## src/aodr_pkg.sv

```systemverilog
// Constants, record layout and access codes of the analog output diagnostic record.
// Assumes a single 200 MHz clock domain; used by the record, channel diagnostic and ticker files.
package aodr_pkg;

    // Access paths offered to the coupler
    typedef enum logic [1:0] {
        PATH_RECORD = 2'h0,
        PATH_INDEX = 2'h1,
        PATH_SUBINDEX = 2'h2
    } aodr_path_t;

    // Reader states, one-hot
    typedef enum logic [1:0] {
        ST_IDLE = 2'h1,
        ST_SEND = 2'h2
    } aodr_state_t;

    // Record-set access
    localparam logic [7:0] RECNUM_FULL = 8'h01;
    localparam logic [7:0] RECNUM_SHORT = 8'h00;
    // Object-index access
    localparam logic [15:0] IDX_FULL = 16'h2f01;
    localparam logic [15:0] IDX_SHORT = 16'h2f00;
    localparam logic [15:0] IDX_SUBOBJ = 16'h5005;
    // Subindex access
    localparam logic [7:0] SUB_FIRST = 8'h02;
    localparam logic [7:0] SUB_LAST_BYTE = 8'h11;
    localparam logic [7:0] SUB_TICKER = 8'h13;

    // Record lengths and byte positions
    localparam int REC_LEN = 20;
    localparam logic [4:0] LEN_FULL = 5'h14;
    localparam logic [4:0] LEN_SHORT = 5'h04;
    localparam logic [4:0] LEN_BYTE = 5'h01;
    localparam logic [4:0] LEN_TICKER = 5'h04;
    localparam logic [4:0] POS_GENERAL = 5'h00;
    localparam logic [4:0] POS_TICKER = 5'h10;
    localparam int POS_MODINFO = 1;
    localparam int POS_RSVD = 2;
    localparam int POS_SECOND = 3;
    localparam int POS_KIND = 4;
    localparam int POS_BITS = 5;
    localparam int POS_COUNT = 6;
    localparam int POS_SUMMARY = 7;
    localparam int POS_DETAIL0 = 8;
    localparam int POS_UNUSED0 = 12;
    localparam int POS_TICK0 = 16;
    localparam int NUM_CHAN = 4;
    localparam int NUM_UNUSED = 4;
    localparam int TICK_BYTES = 4;

    // Constant bytes
    localparam logic [3:0] MOD_CLASS_ANALOG = 4'h5;
    localparam int MOD_CHINFO_BIT = 4;
    localparam logic [7:0] MODINFO_VAL = 8'h15;
    localparam logic [7:0] CHAN_KIND_AO = 8'h73;
    localparam logic [7:0] DIAG_BITS_VAL = 8'h08;
    localparam logic [7:0] CHAN_COUNT_VAL = 8'h04;
    localparam logic [7:0] ZERO_BYTE = 8'h00;

    // General error byte bits
    localparam int GEN_MODFAIL = 0;
    localparam int GEN_INTERNAL = 1;
    localparam int GEN_EXTERNAL = 2;
    localparam int GEN_CHANNEL = 3;
    localparam int GEN_AUXSUP = 4;
    localparam int GEN_PARAM = 7;
    // Second error byte bits
    localparam int SEC_OVERFLOW = 3;
    localparam int SEC_COMM = 4;
    // Channel detail byte bits
    localparam int DET_CFG = 0;
    localparam int DET_SHORT = 1;

    // Microsecond ticker timing
    localparam int CLK_PERIOD_NS = 5;
    localparam int TICK_PERIOD_NS = 1000;
    localparam int TICK_CYCLES = TICK_PERIOD_NS / CLK_PERIOD_NS;
    localparam logic [7:0] PRESCALE_LAST = 8'(TICK_CYCLES - 1);

endpackage : aodr_pkg

```

## src/aodr_chan_diag.sv

```systemverilog
// Per-channel error detail byte and channel indicator.
// Assumes error inputs are synchronous levels from the output stage.
module aodr_chan_diag (
    input wire logic clk_in, // System clock
    input wire logic rst_b_in, // Async reset, active low
    input wire logic cfg_err_in, // Channel configuration error
    input wire logic short_in, // Short or overload seen
    input wire logic short_en_in, // Short detection enabled
    output logic [7:0] detail_out, // Channel detail byte
    output logic led_out // Channel indicator, high lit
);
    logic short_seen;
    logic any_err;

    // Shorts count only where detection is enabled
    assign short_seen = short_in & short_en_in;
    assign any_err = short_seen | cfg_err_in;

    always_ff @(posedge clk_in or negedge rst_b_in) begin
        if (!rst_b_in) begin
            detail_out <= 8'h00;
            led_out <= 1'b0;
        end else begin
            detail_out <= 8'h00;
            detail_out[aodr_pkg::DET_CFG] <= cfg_err_in;
            detail_out[aodr_pkg::DET_SHORT] <= short_seen;
            led_out <= any_err;
        end
    end
endmodule : aodr_chan_diag

```

## src/aodr_diag_record.sv

```systemverilog
// Diagnostic record of a four-channel analog output module, read byte by byte.
// Assumes the coupler issues one request at a time and accepts every answer byte.
// Error inputs are synchronous levels; the record follows them one cycle later.

// How it works
// - No interrupt output; diagnostics leave as bytes the coupler reads and on the channel indicators.
// - An error lights its channel indicator and shows in the record.
// - Config errors always reported; shorts only where detection is enabled.
// - Record number 01h returns whole record, 00h only first four bytes.
// - Object index 2F01h returns whole record, 2F00h only first four bytes.
// - Index 5005h: subindex 02h general byte up to 13h ticker.
// - General byte: failure, internal, external, channel, aux supply, parameter bits.
// - Module information byte reads class 0101b with channel-info bit set.
// - Constant byte gives eight diagnostic bits per channel.
// - Constant byte gives four channels.
// - One detail byte per channel, reset zero, then four reserved bytes.
module aodr_diag_record (
    input wire logic clk_in, // System clock, 200 MHz
    input wire logic rst_b_in, // Async reset, active low
    input wire logic req_valid_in, // Read request strobe
    input wire logic [1:0] req_path_in, // Access path code
    input wire logic [7:0] req_record_number_in, // Record number
    input wire logic [15:0] req_object_index_in, // Object index
    input wire logic [7:0] req_object_subindex_in, // Object subindex
    output logic req_ready_out, // Request can be taken
    output logic rsp_valid_out, // Answer byte valid
    output logic [7:0] rsp_data_out, // Answer byte
    output logic rsp_last_out, // Last byte of answer
    output logic rsp_err_out, // Request not mapped
    input wire logic module_fail_in, // Module failure
    input wire logic internal_err_in, // Internal error
    input wire logic aux_supply_missing_in, // Aux supply missing
    input wire logic param_err_in, // Module parameter error
    input wire logic diag_overflow_in, // Diag buffer overflow
    input wire logic comm_err_in, // Internal comm error
    input wire logic [3:0] chan_cfg_err_in, // Per-channel config error
    input wire logic [3:0] chan_short_in, // Per-channel short/overload
    input wire logic [3:0] short_enable_in, // Short detection enables
    output logic [3:0] chan_led_out // Channel indicators
);
    logic [7:0] detail [aodr_pkg::NUM_CHAN];
    logic [3:0] chan_err;
    logic [3:0] chan_short_ok;
    logic [31:0] ticks;
    logic [7:0] general_error_flags;
    logic [7:0] second_error_flags;
    logic [7:0] channel_error_summary;
    logic [31:0] ticker_snap;
    logic [7:0] rec [aodr_pkg::REC_LEN];

    aodr_pkg::aodr_state_t state;
    logic [4:0] ptr;
    logic [4:0] last_ptr;
    logic bad;

    // Per-channel detail and indicator
    genvar gi;
    generate
        for (gi = 0; gi < aodr_pkg::NUM_CHAN; gi++) begin : g_chan
            aodr_chan_diag u_chan (
                .clk_in(clk_in),
                .rst_b_in(rst_b_in),
                .cfg_err_in(chan_cfg_err_in[gi]),
                .short_in(chan_short_in[gi]),
                .short_en_in(short_enable_in[gi]),
                .detail_out(detail[gi]),
                .led_out(chan_led_out[gi])
            );
            assign chan_short_ok[gi] = chan_short_in[gi] & short_enable_in[gi];
            assign chan_err[gi] = chan_short_ok[gi] | chan_cfg_err_in[gi];
        end
    endgenerate

    aodr_us_ticker u_ticker (
        .clk_in(clk_in),
        .rst_b_in(rst_b_in),
        .ticks_out(ticks)
    );

    // Summary bytes, registered so they line up with the detail bytes
    always_ff @(posedge clk_in or negedge rst_b_in) begin
        if (!rst_b_in) begin
            general_error_flags <= 8'h00;
            second_error_flags <= 8'h00;
            channel_error_summary <= 8'h00;
        end else begin
            general_error_flags <= 8'h00;
            general_error_flags[aodr_pkg::GEN_MODFAIL] <= module_fail_in;
            general_error_flags[aodr_pkg::GEN_INTERNAL] <= internal_err_in;
            general_error_flags[aodr_pkg::GEN_EXTERNAL] <= |chan_short_ok;
            general_error_flags[aodr_pkg::GEN_CHANNEL] <= |chan_err;
            general_error_flags[aodr_pkg::GEN_AUXSUP] <= aux_supply_missing_in;
            general_error_flags[aodr_pkg::GEN_PARAM] <= param_err_in | (|chan_cfg_err_in);
            second_error_flags <= 8'h00;
            second_error_flags[aodr_pkg::SEC_OVERFLOW] <= diag_overflow_in;
            second_error_flags[aodr_pkg::SEC_COMM] <= comm_err_in;
            channel_error_summary <= {4'h0, chan_err};
        end
    end

    // Record image
    assign rec[aodr_pkg::POS_GENERAL] = general_error_flags;
    assign rec[aodr_pkg::POS_MODINFO] = aodr_pkg::MODINFO_VAL;
    assign rec[aodr_pkg::POS_RSVD] = aodr_pkg::ZERO_BYTE;
    assign rec[aodr_pkg::POS_SECOND] = second_error_flags;
    assign rec[aodr_pkg::POS_KIND] = aodr_pkg::CHAN_KIND_AO;
    assign rec[aodr_pkg::POS_BITS] = aodr_pkg::DIAG_BITS_VAL;
    assign rec[aodr_pkg::POS_COUNT] = aodr_pkg::CHAN_COUNT_VAL;
    assign rec[aodr_pkg::POS_SUMMARY] = channel_error_summary;
    generate
        for (gi = 0; gi < aodr_pkg::NUM_CHAN; gi++) begin : g_detail
            assign rec[aodr_pkg::POS_DETAIL0 + gi] = detail[gi];
        end
        for (gi = 0; gi < aodr_pkg::NUM_UNUSED; gi++) begin : g_unused
            assign rec[aodr_pkg::POS_UNUSED0 + gi] = aodr_pkg::ZERO_BYTE;
        end
        // Ticker least significant byte first
        for (gi = 0; gi < aodr_pkg::TICK_BYTES; gi++) begin : g_tick
            assign rec[aodr_pkg::POS_TICK0 + gi] = ticker_snap[8 * gi +: 8];
        end
    endgenerate

    // Request decode
    logic take;
    logic is_rec;
    logic is_idx;
    logic is_sub;
    logic rec_full;
    logic rec_short;
    logic idx_full;
    logic idx_short;
    logic sub_byte;
    logic sub_tick;
    logic want_full;
    logic want_short;
    logic req_ok;
    logic [4:0] sub_pos;
    logic [4:0] next_start;
    logic [4:0] next_len;
    logic [4:0] next_last;
    logic at_last;

    assign take = req_valid_in & req_ready_out;
    assign is_rec = (req_path_in == aodr_pkg::PATH_RECORD);
    assign is_idx = (req_path_in == aodr_pkg::PATH_INDEX);
    assign is_sub = (req_path_in == aodr_pkg::PATH_SUBINDEX)
                    && (req_object_index_in == aodr_pkg::IDX_SUBOBJ);
    assign rec_full = is_rec && (req_record_number_in == aodr_pkg::RECNUM_FULL);
    assign rec_short = is_rec && (req_record_number_in == aodr_pkg::RECNUM_SHORT);
    assign idx_full = is_idx && (req_object_index_in == aodr_pkg::IDX_FULL);
    assign idx_short = is_idx && (req_object_index_in == aodr_pkg::IDX_SHORT);
    // Subindex 12h falls between the reserved bytes and the ticker: refused
    assign sub_byte = is_sub && (req_object_subindex_in >= aodr_pkg::SUB_FIRST)
                      && (req_object_subindex_in <= aodr_pkg::SUB_LAST_BYTE);
    assign sub_tick = is_sub && (req_object_subindex_in == aodr_pkg::SUB_TICKER);
    assign sub_pos = 5'(req_object_subindex_in - aodr_pkg::SUB_FIRST);
    assign want_full = rec_full | idx_full;
    assign want_short = rec_short | idx_short;
    assign req_ok = want_full | want_short | sub_byte | sub_tick;

    assign next_start = sub_byte ? sub_pos :
                        sub_tick ? aodr_pkg::POS_TICKER : aodr_pkg::POS_GENERAL;
    assign next_len = want_full ? aodr_pkg::LEN_FULL :
                      want_short ? aodr_pkg::LEN_SHORT :
                      sub_tick ? aodr_pkg::LEN_TICKER : aodr_pkg::LEN_BYTE;
    assign next_last = next_start + next_len - aodr_pkg::LEN_BYTE;
    assign at_last = bad | (ptr == last_ptr);

    // Reader: takes one request, streams its bytes on consecutive cycles.
    // Ticker is frozen at the request so its four bytes agree.
    always_ff @(posedge clk_in or negedge rst_b_in) begin
        if (!rst_b_in) begin
            state <= aodr_pkg::ST_IDLE;
            ptr <= 5'h00;
            last_ptr <= 5'h00;
            bad <= 1'b0;
            ticker_snap <= 32'h0000_0000;
            req_ready_out <= 1'b1;
            rsp_valid_out <= 1'b0;
            rsp_data_out <= 8'h00;
            rsp_last_out <= 1'b0;
            rsp_err_out <= 1'b0;
        end else begin
            unique case (state)
                aodr_pkg::ST_IDLE: begin
                    rsp_valid_out <= 1'b0;
                    rsp_last_out <= 1'b0;
                    rsp_err_out <= 1'b0;
                    rsp_data_out <= 8'h00;
                    if (take) begin
                        state <= aodr_pkg::ST_SEND;
                        req_ready_out <= 1'b0;
                        ptr <= next_start;
                        last_ptr <= next_last;
                        bad <= ~req_ok;
                        ticker_snap <= ticks;
                    end
                end
                aodr_pkg::ST_SEND: begin
                    rsp_valid_out <= 1'b1;
                    rsp_data_out <= bad ? aodr_pkg::ZERO_BYTE : rec[ptr];
                    rsp_last_out <= at_last;
                    rsp_err_out <= bad;
                    ptr <= ptr + 5'h01;
                    if (at_last) begin
                        state <= aodr_pkg::ST_IDLE;
                        req_ready_out <= 1'b1;
                    end
                end
            endcase
        end
    end
endmodule : aodr_diag_record

```

## src/aodr_us_ticker.sv

```systemverilog
// Free-running 32-bit microsecond ticker.
// Assumes clk_in at 200 MHz; wraps silently at full scale.
module aodr_us_ticker (
    input wire logic clk_in, // System clock
    input wire logic rst_b_in, // Async reset, active low
    output logic [31:0] ticks_out // Microseconds since reset
);
    logic [7:0] prescale;
    logic tick_now;

    assign tick_now = (prescale == aodr_pkg::PRESCALE_LAST);

    always_ff @(posedge clk_in or negedge rst_b_in) begin
        if (!rst_b_in) begin
            prescale <= 8'h00;
            ticks_out <= 32'h0000_0000;
        end else begin
            prescale <= tick_now ? 8'h00 : prescale + 8'h01;
            if (tick_now) begin
                ticks_out <= ticks_out + 32'h0000_0001;
            end
        end
    end
endmodule : aodr_us_ticker

```

## config.mk

```make
export PLATFORM = sky130hd
export DESIGN_NAME = aodr_diag_record
export DESIGN_NICKNAME = d
export VERILOG_FILES = /design/src/aodr_pkg.sv /design/src/aodr_chan_diag.sv /design/src/aodr_diag_record.sv /design/src/aodr_us_ticker.sv
export SDC_FILE = /design/constraint.sdc
export NUM_CORES = 1
export LEC_CHECK = 0
export BUFFER_PORTS_ARGS = -buffer_cell sky130_fd_sc_hd__buf_2
export CORE_AREA = 4 4 139 141
export DETAILED_ROUTE_END_ITERATION = 8
export DIE_AREA = 0 0 143 145
export PLACE_DENSITY = 0.54
export SLEW_MARGIN = 20
export SYNTH_ARGS = -nofsm -noshare
export SYNTH_HDL_FRONTEND = slang
export SYNTH_HIERARCHICAL = 1
export SYNTH_SLANG_ARGS = --single-unit
```

## constraint.sdc

```tcl
create_clock -name clk_in -period 1.8 [get_ports clk_in]
set_input_delay 0.09 -clock clk_in [delete_from_list [all_inputs] [get_ports clk_in]]
set_output_delay 0.09 -clock clk_in [all_outputs]
set_load 0.1 [all_outputs]
```

==> flow_summary.ini, run 1 <==
[status]
outcome = finished with violations
violations = negative setup slack

[logic_synthesis]
ys_seq_area_share_pct = 48.05
syn_area_per_cell_um2 = 11.58
yosysWarnings = 6
synth_area_leader_cell = dfrtp_1
netlist_instances = 540
ys_types = 70
synth_most_common_cell = dfrtp_1
synth_area_leaders = dfrtp_1, mux2_2, mux4_2, xor2_1, buf_4
async_flop_share_pct = 100.0
ys_seq_elements = 120
synthTopCellsByCount = dfrtp_1, mux2_2, nor2_1, nand2_1, xor2_1
synthFlopType = dfrtp_1
netlist_area_um2 = 6252
synth_edf_count = 0
synth_top_area_share_pct = 47.63

[global_routing]
grt_pass1_vias = 4899
grt_overflow_total = 0
grt_pass1_wl_um = 24700
grt_use_total_pct = 14.93
grt_start_max_net_pins = 41
antenna_found_initial = 0

[cells_and_area]
syn_to_final_growth_pct = 30.14
antennaDiodeCount = 0
layout-drive-gt1-share_pct = 35.46
fin_nets = 758
fin_cells = 934
fin_util_pct = 45.30

[timing]
tightestPinTransition_ns = 0.5145
skew_ns = 0.007269
setup_viol = 3
finalCritPeriodShare_pct = 117.4
hold_viol_final = 0
slew-limit-headroom_pct = 65.94
fmax_mhz = 473.4
setup_tns_ns = -0.7605
fin_crit_ns = 2.112
finalWorstSetupSlack_ns = -0.3124
finalMaxSlewViolations = 0
rsz0062_at_grt = yes

[critical_path]
required_ns = 2.14
cp-end-kind = flop
ff2ff_path_depth = 5
r2r_end = u_ticker/ticks_out[27]
rrSetupSlack_ns = 0.07
path_class = input pin to flop
start_kind = input pin
worstSetupEndpoint = last_ptr[4]
timing.rr.start = u_ticker/prescale[3]
setup.worst_path.start = req_object_index_in[9]
cp_max_fo = 2
worstPathArrival_ns = 2.46

[drt]
final_antenna_net_count = 0
vias = 4646
wl_um = 15080
drt-initial-drc-count = 219
avgViaCountPerCell = 4.974
routedWlPerCell_um = 16.14
firstDrtPassIters = 5
drc = 0

[placed_design]
gp_congestion = 0.8098
portBuffers = 70
dp_hpwl_um = 11130
dp.cells = 878

[clock_tree]
cts.sinks = 120
clock_path_buffers = 2
cts_buffers = 17
clkTransAtPathRegs_ns = 0.06
cts_tree = done
clock_latency_ns = 0.41
htreeDepth = 4
cts_root_buf = clkbuf_16

[hold_path]
hold_class = input pin to flop

[floorplanning]
start_util_pct = 34.81
die_h_um = 145
dieArea_um2 = 20740
die_w_um = 143
rows = 49
pin_count = 71
core-area_um2 = 17960

[pwr]
power.leakage_nw = 3.891
p_per_area_nw_per_um2 = 1150
ir_drop_mv = 0.8166

[job]
drv_cap = 0
==> metrics by stage <==
stage / hold WS (ns) / total power, mW / cell area, um2 / worst slack [ns]
finish: 0.06898 / 9.357 / 8137 / -0.3124
global route: 0.08579 / 9.788 / 8137 / -0.3949
CTS: 0.06169 / 9.399 / 8077 / -0.3130
detailed placement: 0.05197 / 5.839 / 7221 / -0.7514
global placement: 0.04961 / 5.805 / 7221 / -0.6687
floorplan: -0.2056 / 5.193 / 6382 / -0.5709
==> registers in the layout, summed over array words and instances, names as in the netlist, 2 cells and up <==
register,count
ptr,5
state,2
rsp_data_out,8
general_error_flags,6
second_error_flags,2
g_chan.u_chan/detail_out,8
u_ticker/prescale,8
u_ticker/ticks_out,32
g_chan.u_chan/led_out,4
ticker_snap,32
channel_error_summary,4
last_ptr,5
==> where the power goes <==
| part | total (mW) | internal (mW) | switching, mW |
|---|---|---|---|
| Combinational | 2.79 | 1.00 | 1.79 |
| Clock | 3.49 | 2.26 | 1.23 |
| Sequential | 3.08 | 2.91 | 0.171 |
| Total | 9.36 | 6.16 | 3.19 |
==> what timing repair did <==
item | CTS | global route
endpoints found under the hold margin | 115 | 0
gates resized for setup | 3 | 13
endpoints found under the setup margin | 5 | 8
setup buffers | 1 | 0
pin swaps | 1 | 3
hold buffers | 23 | 0
cloned | 0 | 0
==> worst max-delay path: stages <==
cell	delay, ns
buf_6	0.09
and4bb_2	0.31
nand4_1	0.15
buf_4	0.18
nor3_4	0.16
nand2b_1	0.13
ha_4	0.29
inv_2	0.04
ha_4	0.25
nand3_2	0.05
and2_4	0.15
a211o_1	0.25
a211oi_2	0.18
nand3b_1	0.13
==> routing by layer <==
metal	track usage, %	share of wire (%)	vias up
met5	0	0	-
met4	5.323	1.9	0
met3	3.620	4.2	22
met2	23.38	48	102
met1	20.19	46	2296
li1	-	-	2226
==> layout by cell type (no fill, tap or decap), types with 23 or more instances in the layout <==
cell type / count
dfrtp_1: 118
buf_2: 67
buf_4: 61
mux2_2: 34
nor2_1: 29
nand2_1: 27
xor2_1: 26
conb_1: 24
dlygate4sd3_1: 23
==> logic make-up (layout without fill, tap and decap cells) <==
group	after synthesis	in the layout	share of synthesized area [%]
and+or+nand+nor	184	184	17.99
DFF	120	120	48.05
AOI/OAI and AO/OA	66	66	7.044
buffers and inverters	62	207	6.124
muxes	51	51	12.35
xor gates and xnor gates	42	42	5.883
adders and majority gates	11	11	2.321
other	4	24	0.2401
==> final cells by class <==
cell class              instances  area [um2]
inverters                      18       67.56
repair buffers                157        1126
clock buffers                  22       464.2
multi-input cells             378        3040
well taps                     229       286.5
fillers                      1636        9827
clock inverters                10       142.6
flip-flops and latches        120        3009
==> worst min-delay path by stage <==
stage / startpoint / end / cells past startpoint
3_5_place_dp: rst_b_in / u_ticker/ticks_out[16] / 1
4_1_cts: req_valid_in / ptr[4] / 3
3_3_place_gp: rst_b_in / u_ticker/ticks_out[16] / 1
2_1_floorplan: rst_b_in / bad / 0
6_report: req_valid_in / ptr[4] / 3
5_1_grt: req_valid_in / ptr[4] / 3
Power figures use the tool's default switching activity.
==> inputs of run 2 (changes only) <==
- CELL_PAD_IN_SITES_DETAIL_PLACEMENT: unset -> 0
- CELL_PAD_IN_SITES_GLOBAL_PLACEMENT: unset -> 1
- CORE_AREA: 4 4 139 141 -> 4 4 123 125
- DIE_AREA: 0 0 143 145 -> 0 0 127 129
- PLACE_DENSITY: 0.54 -> 0.78
- SLEW_MARGIN: 20 -> unset
==> flow_summary.ini, run 2 (synthesis gave the netlist of run 1 again) <==
[hold_path]
hold_class = input pin to flop
worstHoldEndpoint = ptr[4]
min_path_cells = 3
hp-start = req_valid_in

[placed_design]
dp_hpwl_um = 10120
dp.cells = 822
pre_cts_slack_ns = -0.7347
gp_congestion = 0.8737
portBuffers = 70

[floorplanning]
core-area_um2 = 13880
dieArea_um2 = 16380
start_util_pct = 45.04
rows = 43
pin_count = 71
die_w_um = 127
die_h_um = 129

[status]
outcome = finished with violations
violations = negative setup slack

[pwr]
ir_drop_mv = 0.7754
clkPwrFrac_pct = 40.6
p_sw_mw = 3.106
power.share.switching_pct = 31.69
power_frac_comb_pct = 28.0
power.leakage_nw = 3.928
p_per_area_nw_per_um2 = 1202
pwr-share-seq_pct = 31.4
p_total_mw = 9.800
p_int_mw = 6.694

[clock_tree]
htreeDepth = 4
cts.sinks = 120
cts_root_buf = clkbuf_16
clkTransAtPathRegs_ns = 0.06
cts_tree = done
cts_buffers = 17
clock_path_buffers = 2
clock_latency_ns = 0.42

[global_routing]
grt_start_max_net_pins = 43
grt_pass1_wl_um = 23540
met3_usage_pct = 4.857
grt_overflow_total = 0
grt_pass1_vias = 4790
met2_usage_pct = 29.79
antenna_found_initial = 0
grt.met1_usage_pct = 23.79
busiest_layer = met2
grt_use_total_pct = 18.26

[cells_and_area]
layout-drive-gt1-share_pct = 35.14
fin_nets = 753
syn_to_final_growth_pct = 30.40
final_cell_mix = dfrtp_1, buf_2, buf_4, mux2_2, nor2_1
final_common_cell = dfrtp_1
antennaDiodeCount = 0
fillCellCount = 1122
fin_cells = 880
top_regs = ticker_snap: 32 flops, u_ticker/ticks_out: 32 flops

[timing]
setup_viol = 5
rsz0062_at_grt = yes
finalMaxSlewViolations = 0
fmax_mhz = 470.0
setup_tns_ns = -0.6975
fin_crit_ns = 2.127
finalCritPeriodShare_pct = 118.2
hold_viol_final = 0
finalWorstSetupSlack_ns = -0.3275
skew_ns = 0.006779

[critical_path]
timing.rr.start = ptr[0]
start_kind = input pin
max_stage_delay_ns = 0.30
cp_max_fo = 2
ff2ff_path_depth = 6
path_class = input pin to flop
rrSetupSlack_ns = -0.08
crit_path_top_delay_cell = ha_4
r2r_end = rsp_data_out[5]
path_delay_family = simple AND/OR/NAND/NOR gates
worstPathArrival_ns = 2.47
cp-end-kind = flop
required_ns = 2.15
path_buf_inv = 3
crit_top_cell = ha_4
crit_chain = buf_2, and4bb_2, nand4_1, buf_4, nor3_4, nand2b_1, ha_4, inv_2, ha_4, nand3_2, and2_4, a211o_1, a211oi_2, nand3b_1

[drt]
wl_um = 14100
avgViaCountPerCell = 5.297
firstDrtPassIters = 4
vias = 4661
routedWlPerCell_um = 16.03
drt-initial-drc-count = 251
final_antenna_net_count = 0
drc = 0

[job]
drv_cap = 0
-- run 2: changes by cell type in the layout (fill, tap and decap cells not counted), moves of 2 or more --
| cell | delta |
|---|---|
| buf_4 | -6 |
| bufinv_16 | +4 |
| a21oi_1 | +3 |
| a21oi_2 | -3 |
| ha_2 | -2 |
| ha_4 | +2 |
| inv_6 | -2 |
-- run 2: area by class of cell --
type | instances | area [um2] | area share (%)
clock buffers | 20 | 446.7 | 5.479
clock inverters | 12 | 246.5 | 3.023
inverters | 18 | 70.07 | 0.8594
multi-input cells | 378 | 3064 | 37.58
flip-flops and latches | 120 | 3008 | 36.89
well taps | 180 | 225.2 | 2.762
repair buffers | 152 | 1092 | 13.40
-- run 2: how the worst max path moves through the flow --
stage                             from     endpoint  slack, ns  depth (start not counted)
2_1_floorplan  req_object_index_in[15]  last_ptr[4]      -0.57                         12
3_3_place_gp   req_object_index_in[15]  last_ptr[4]      -0.67                         14
3_5_place_dp   req_object_index_in[15]  last_ptr[4]      -0.73                         14
4_1_cts        req_object_index_in[13]  last_ptr[4]      -0.29                         14
5_1_grt         req_object_index_in[9]  last_ptr[4]      -0.44                         14
6_report        req_object_index_in[9]  last_ptr[4]      -0.33                         14
-- run 2: power by group through the flow --
stage          Sequential (mW)  Clock (mW)  Combinational, mW
2_1_floorplan             3.78           0               1.42
3_3_place_gp              3.11           0               2.67
3_5_place_dp              3.12           0               2.69
4_1_cts                   3.08        4.01               2.75
5_1_grt                   3.10        4.17               2.96
6_report                  3.08        3.98               2.75
-- run 2: worst min-delay path, stage by stage --
cell and delay [ns]:
buf_2 0.11, or3b_2 0.17, a21oi_1 0.07
-- run 2: per-layer routing --
metal | share of wire (%) | vias to the layer above | wire length, um
met4 | 1.7 | 0 | 238
li1 | - | 2218 | -
met1 | 45 | 2308 | 6315
met2 | 49 | 116 | 6873
met5 | 0 | - | 0
met3 | 4.8 | 19 | 676
-- run 2: timing repair --
| item | in CTS | in global routing |
|---|---|---|
| hold buffers | 23 | 0 |
| resized for setup | 12 | 11 |
| endpoints found under the setup margin | 6 | 29 |
| buffers inserted | 2 | 2 |
| hold endpoints to repair | 143 | 0 |
| pin swaps | 3 | 3 |
-- run 2: per-stage QoR --
stage,util [%],instance area [um2],hold slack [ns]
after floorplan,-,6382,-0.2056
after global placement,51.20,7107,0.008976
after detailed placement,51.20,7107,0.009180
after CTS,58.36,8102,0.04896
after global routing,58.73,8153,0.08457
final,58.73,8153,0.06733
==> inputs of run 3 (changes only) <==
--- a/config.mk
+++ b/config.mk
@@ -9,8 +9,9 @@
 export CELL_PAD_IN_SITES_DETAIL_PLACEMENT = 0
 export CELL_PAD_IN_SITES_GLOBAL_PLACEMENT = 1
-export CORE_AREA = 4 4 123 125
+export CORE_AREA = 4 4 121 123
 export DETAILED_ROUTE_END_ITERATION = 8
-export DIE_AREA = 0 0 127 129
-export PLACE_DENSITY = 0.78
+export DIE_AREA = 0 0 125 127
+export PLACE_DENSITY = 0.8
+export RECOVER_POWER = 100
 export SYNTH_ARGS = -nofsm -noshare
 export SYNTH_HDL_FRONTEND = slang
==> constraint.sdc (replaced) <==
create_clock -name clk_in -period 1.8 [get_ports clk_in]
set_input_delay 0.09 -clock clk_in [delete_from_list [all_inputs] [get_ports clk_in]]
set_output_delay 0.09 -clock clk_in [all_outputs]
set_load 0.05 [all_outputs]
==> flow_summary.ini, run 3 (synthesis gave the netlist of run 1 again) <==
[clock_tree]
cts_tree = done
clkTransAtPathRegs_ns = 0.05
htreeDepth = 4
clock_latency_ns = 0.41
cts.sinks = 120
cts_root_buf = clkbuf_16
cts_buffers = 17
clock_path_buffers = 2

[critical_path]
worstPathArrival_ns = 2.42
path_class = input pin to flop
timing.rr.start = u_ticker/prescale[1]
r2r_end = u_ticker/ticks_out[28]
start_kind = input pin
rrSetupSlack_ns = -0.14
setup.worst_path.start = req_object_index_in[9]
ff2ff_path_depth = 5
cp-end-kind = flop
required_ns = 2.08
worstSetupEndpoint = last_ptr[2]
cp_max_fo = 2

[cells_and_area]
final_common_cell = dfrtp_1
syn_to_final_growth_pct = 29.06
layout-drive-gt1-share_pct = 31.67
final_cell_mix = dfrtp_1, buf_4, buf_2, mux2_2
top_regs = ticker_snap: 32 flops, u_ticker/ticks_out: 32 flops
fin_cells = 881
fin_nets = 754
antennaDiodeCount = 0

[timing]
finalMaxSlewViolations = 0
tightestPinTransition_ns = 0.9787
hold_viol_final = 0
finalCritPeriodShare_pct = 118.9
setup_viol = 15
slew-limit-headroom_pct = 34.75
skew_ns = 0.01632
fmax_mhz = 467.4
finalWorstSetupSlack_ns = -0.3395
rsz0062_at_grt = yes
fin_crit_ns = 2.140

[hold_path]
hold_class = input pin to flop

[floorplanning]
core-area_um2 = 13670
start_util_pct = 45.75
pin_count = 71
rows = 43
dieArea_um2 = 15880
die_w_um = 125
die_h_um = 127

[global_routing]
grt_start_max_net_pins = 41
grt_pass1_vias = 4797
grt_overflow_total = 0
grt_use_total_pct = 19.04
grt_pass1_wl_um = 24370
antenna_found_initial = 0

[placed_design]
dp.cells = 817
gp_congestion = 0.9056
dp_hpwl_um = 10250
portBuffers = 70

[drt]
final_antenna_net_count = 0
wl_met3_um = 664
firstDrtPassIters = 4
drc = 0
routedWlPerCell_um = 16.54
avgViaCountPerCell = 5.300
dr_wl_met2_um = 7295
drt-initial-drc-count = 286
highest_layer = met4
wl_um = 14570
vias = 4669
wl_met1_um = 6409

[status]
outcome = finished with violations
violations = negative setup slack

[job]
drv_cap = 0

[pwr]
ir_drop_mv = 0.7850
p_per_area_nw_per_um2 = 1135
power.leakage_nw = 3.828
p_total_mw = 9.158
[run 3: final cells by class]
class | count | area, um2
timing repair buffer | 153 | 1067
clock inverter | 8 | 165.2
inverter | 18 | 67.56
tap | 180 | 225.2
multi-input combinational | 378 | 3047
fill | 1105 | 5597
clock buffer | 24 | 491.7
sequential | 120 | 3005
[run 3: stage by stage]
step / utilization, % / setup TNS, ns / hold WS, ns / worst slack, ns / instance area (um2)
global placement: 51.57 / -2.029 / 0.1085 / -0.6905 / 7048
detailed placement: 51.57 / -2.263 / 0.1054 / -0.7732 / 7048
CTS: 58.76 / -0.7979 / 0.05447 / -0.3320 / 8030
global route: 59.05 / -8.089 / 0.09347 / -0.4768 / 8069
finish: 59.05 / -1.776 / 0.06175 / -0.3395 / 8069
floorplan: - / -1.151 / -0.2056 / -0.5709 / 6372
[run 3: layer usage]
layer | global-route usage (%) | vias to the layer above
met5 | 0 | -
li1 | - | 2218
met4 | 5.293 | 0
met1 | 24.92 | 2313
met2 | 32.17 | 119
met3 | 4.348 | 19
[run 3: repair_timing]
item,CTS,global route
setup endpoints to repair,5,26
gates resized for setup,16,22
setup buffers,4,6
gates cloned,0,0
hold endpoints to repair,60,0
hold buffers,23,0
pin swaps,7,13
[run 3: how the worst min path moves through the flow]
stage	start	to	slack (ns)	depth (start not counted)
after CTS	req_valid_in	ptr[4]	0.05	3
after floorplan	rst_b_in	bad	-0.21	0
after detailed placement	rst_b_in	rsp_valid_out	0.11	1
final	req_valid_in	state[0]	0.06	3
after global routing	req_valid_in	ptr[4]	0.09	3
after global placement	rst_b_in	rsp_err_out	0.11	1
[run 3: worst max-delay path, stage by stage]
cell      delay [ns]
buf_6           0.09
and4bb_2        0.29
nand4_1         0.14
buf_4           0.17
nor3_4          0.18
nand2b_1        0.15
ha_4            0.27
buf_4           0.14
buf_6           0.11
buf_6           0.10
buf_6           0.10
fa_2            0.52
o21ai_2         0.05
[run 3: power by group]
group          internal, mW  switching (mW)
combinational         0.947            1.41
sequential             2.90           0.141
clock                  2.60            1.16
total                  6.45            2.71
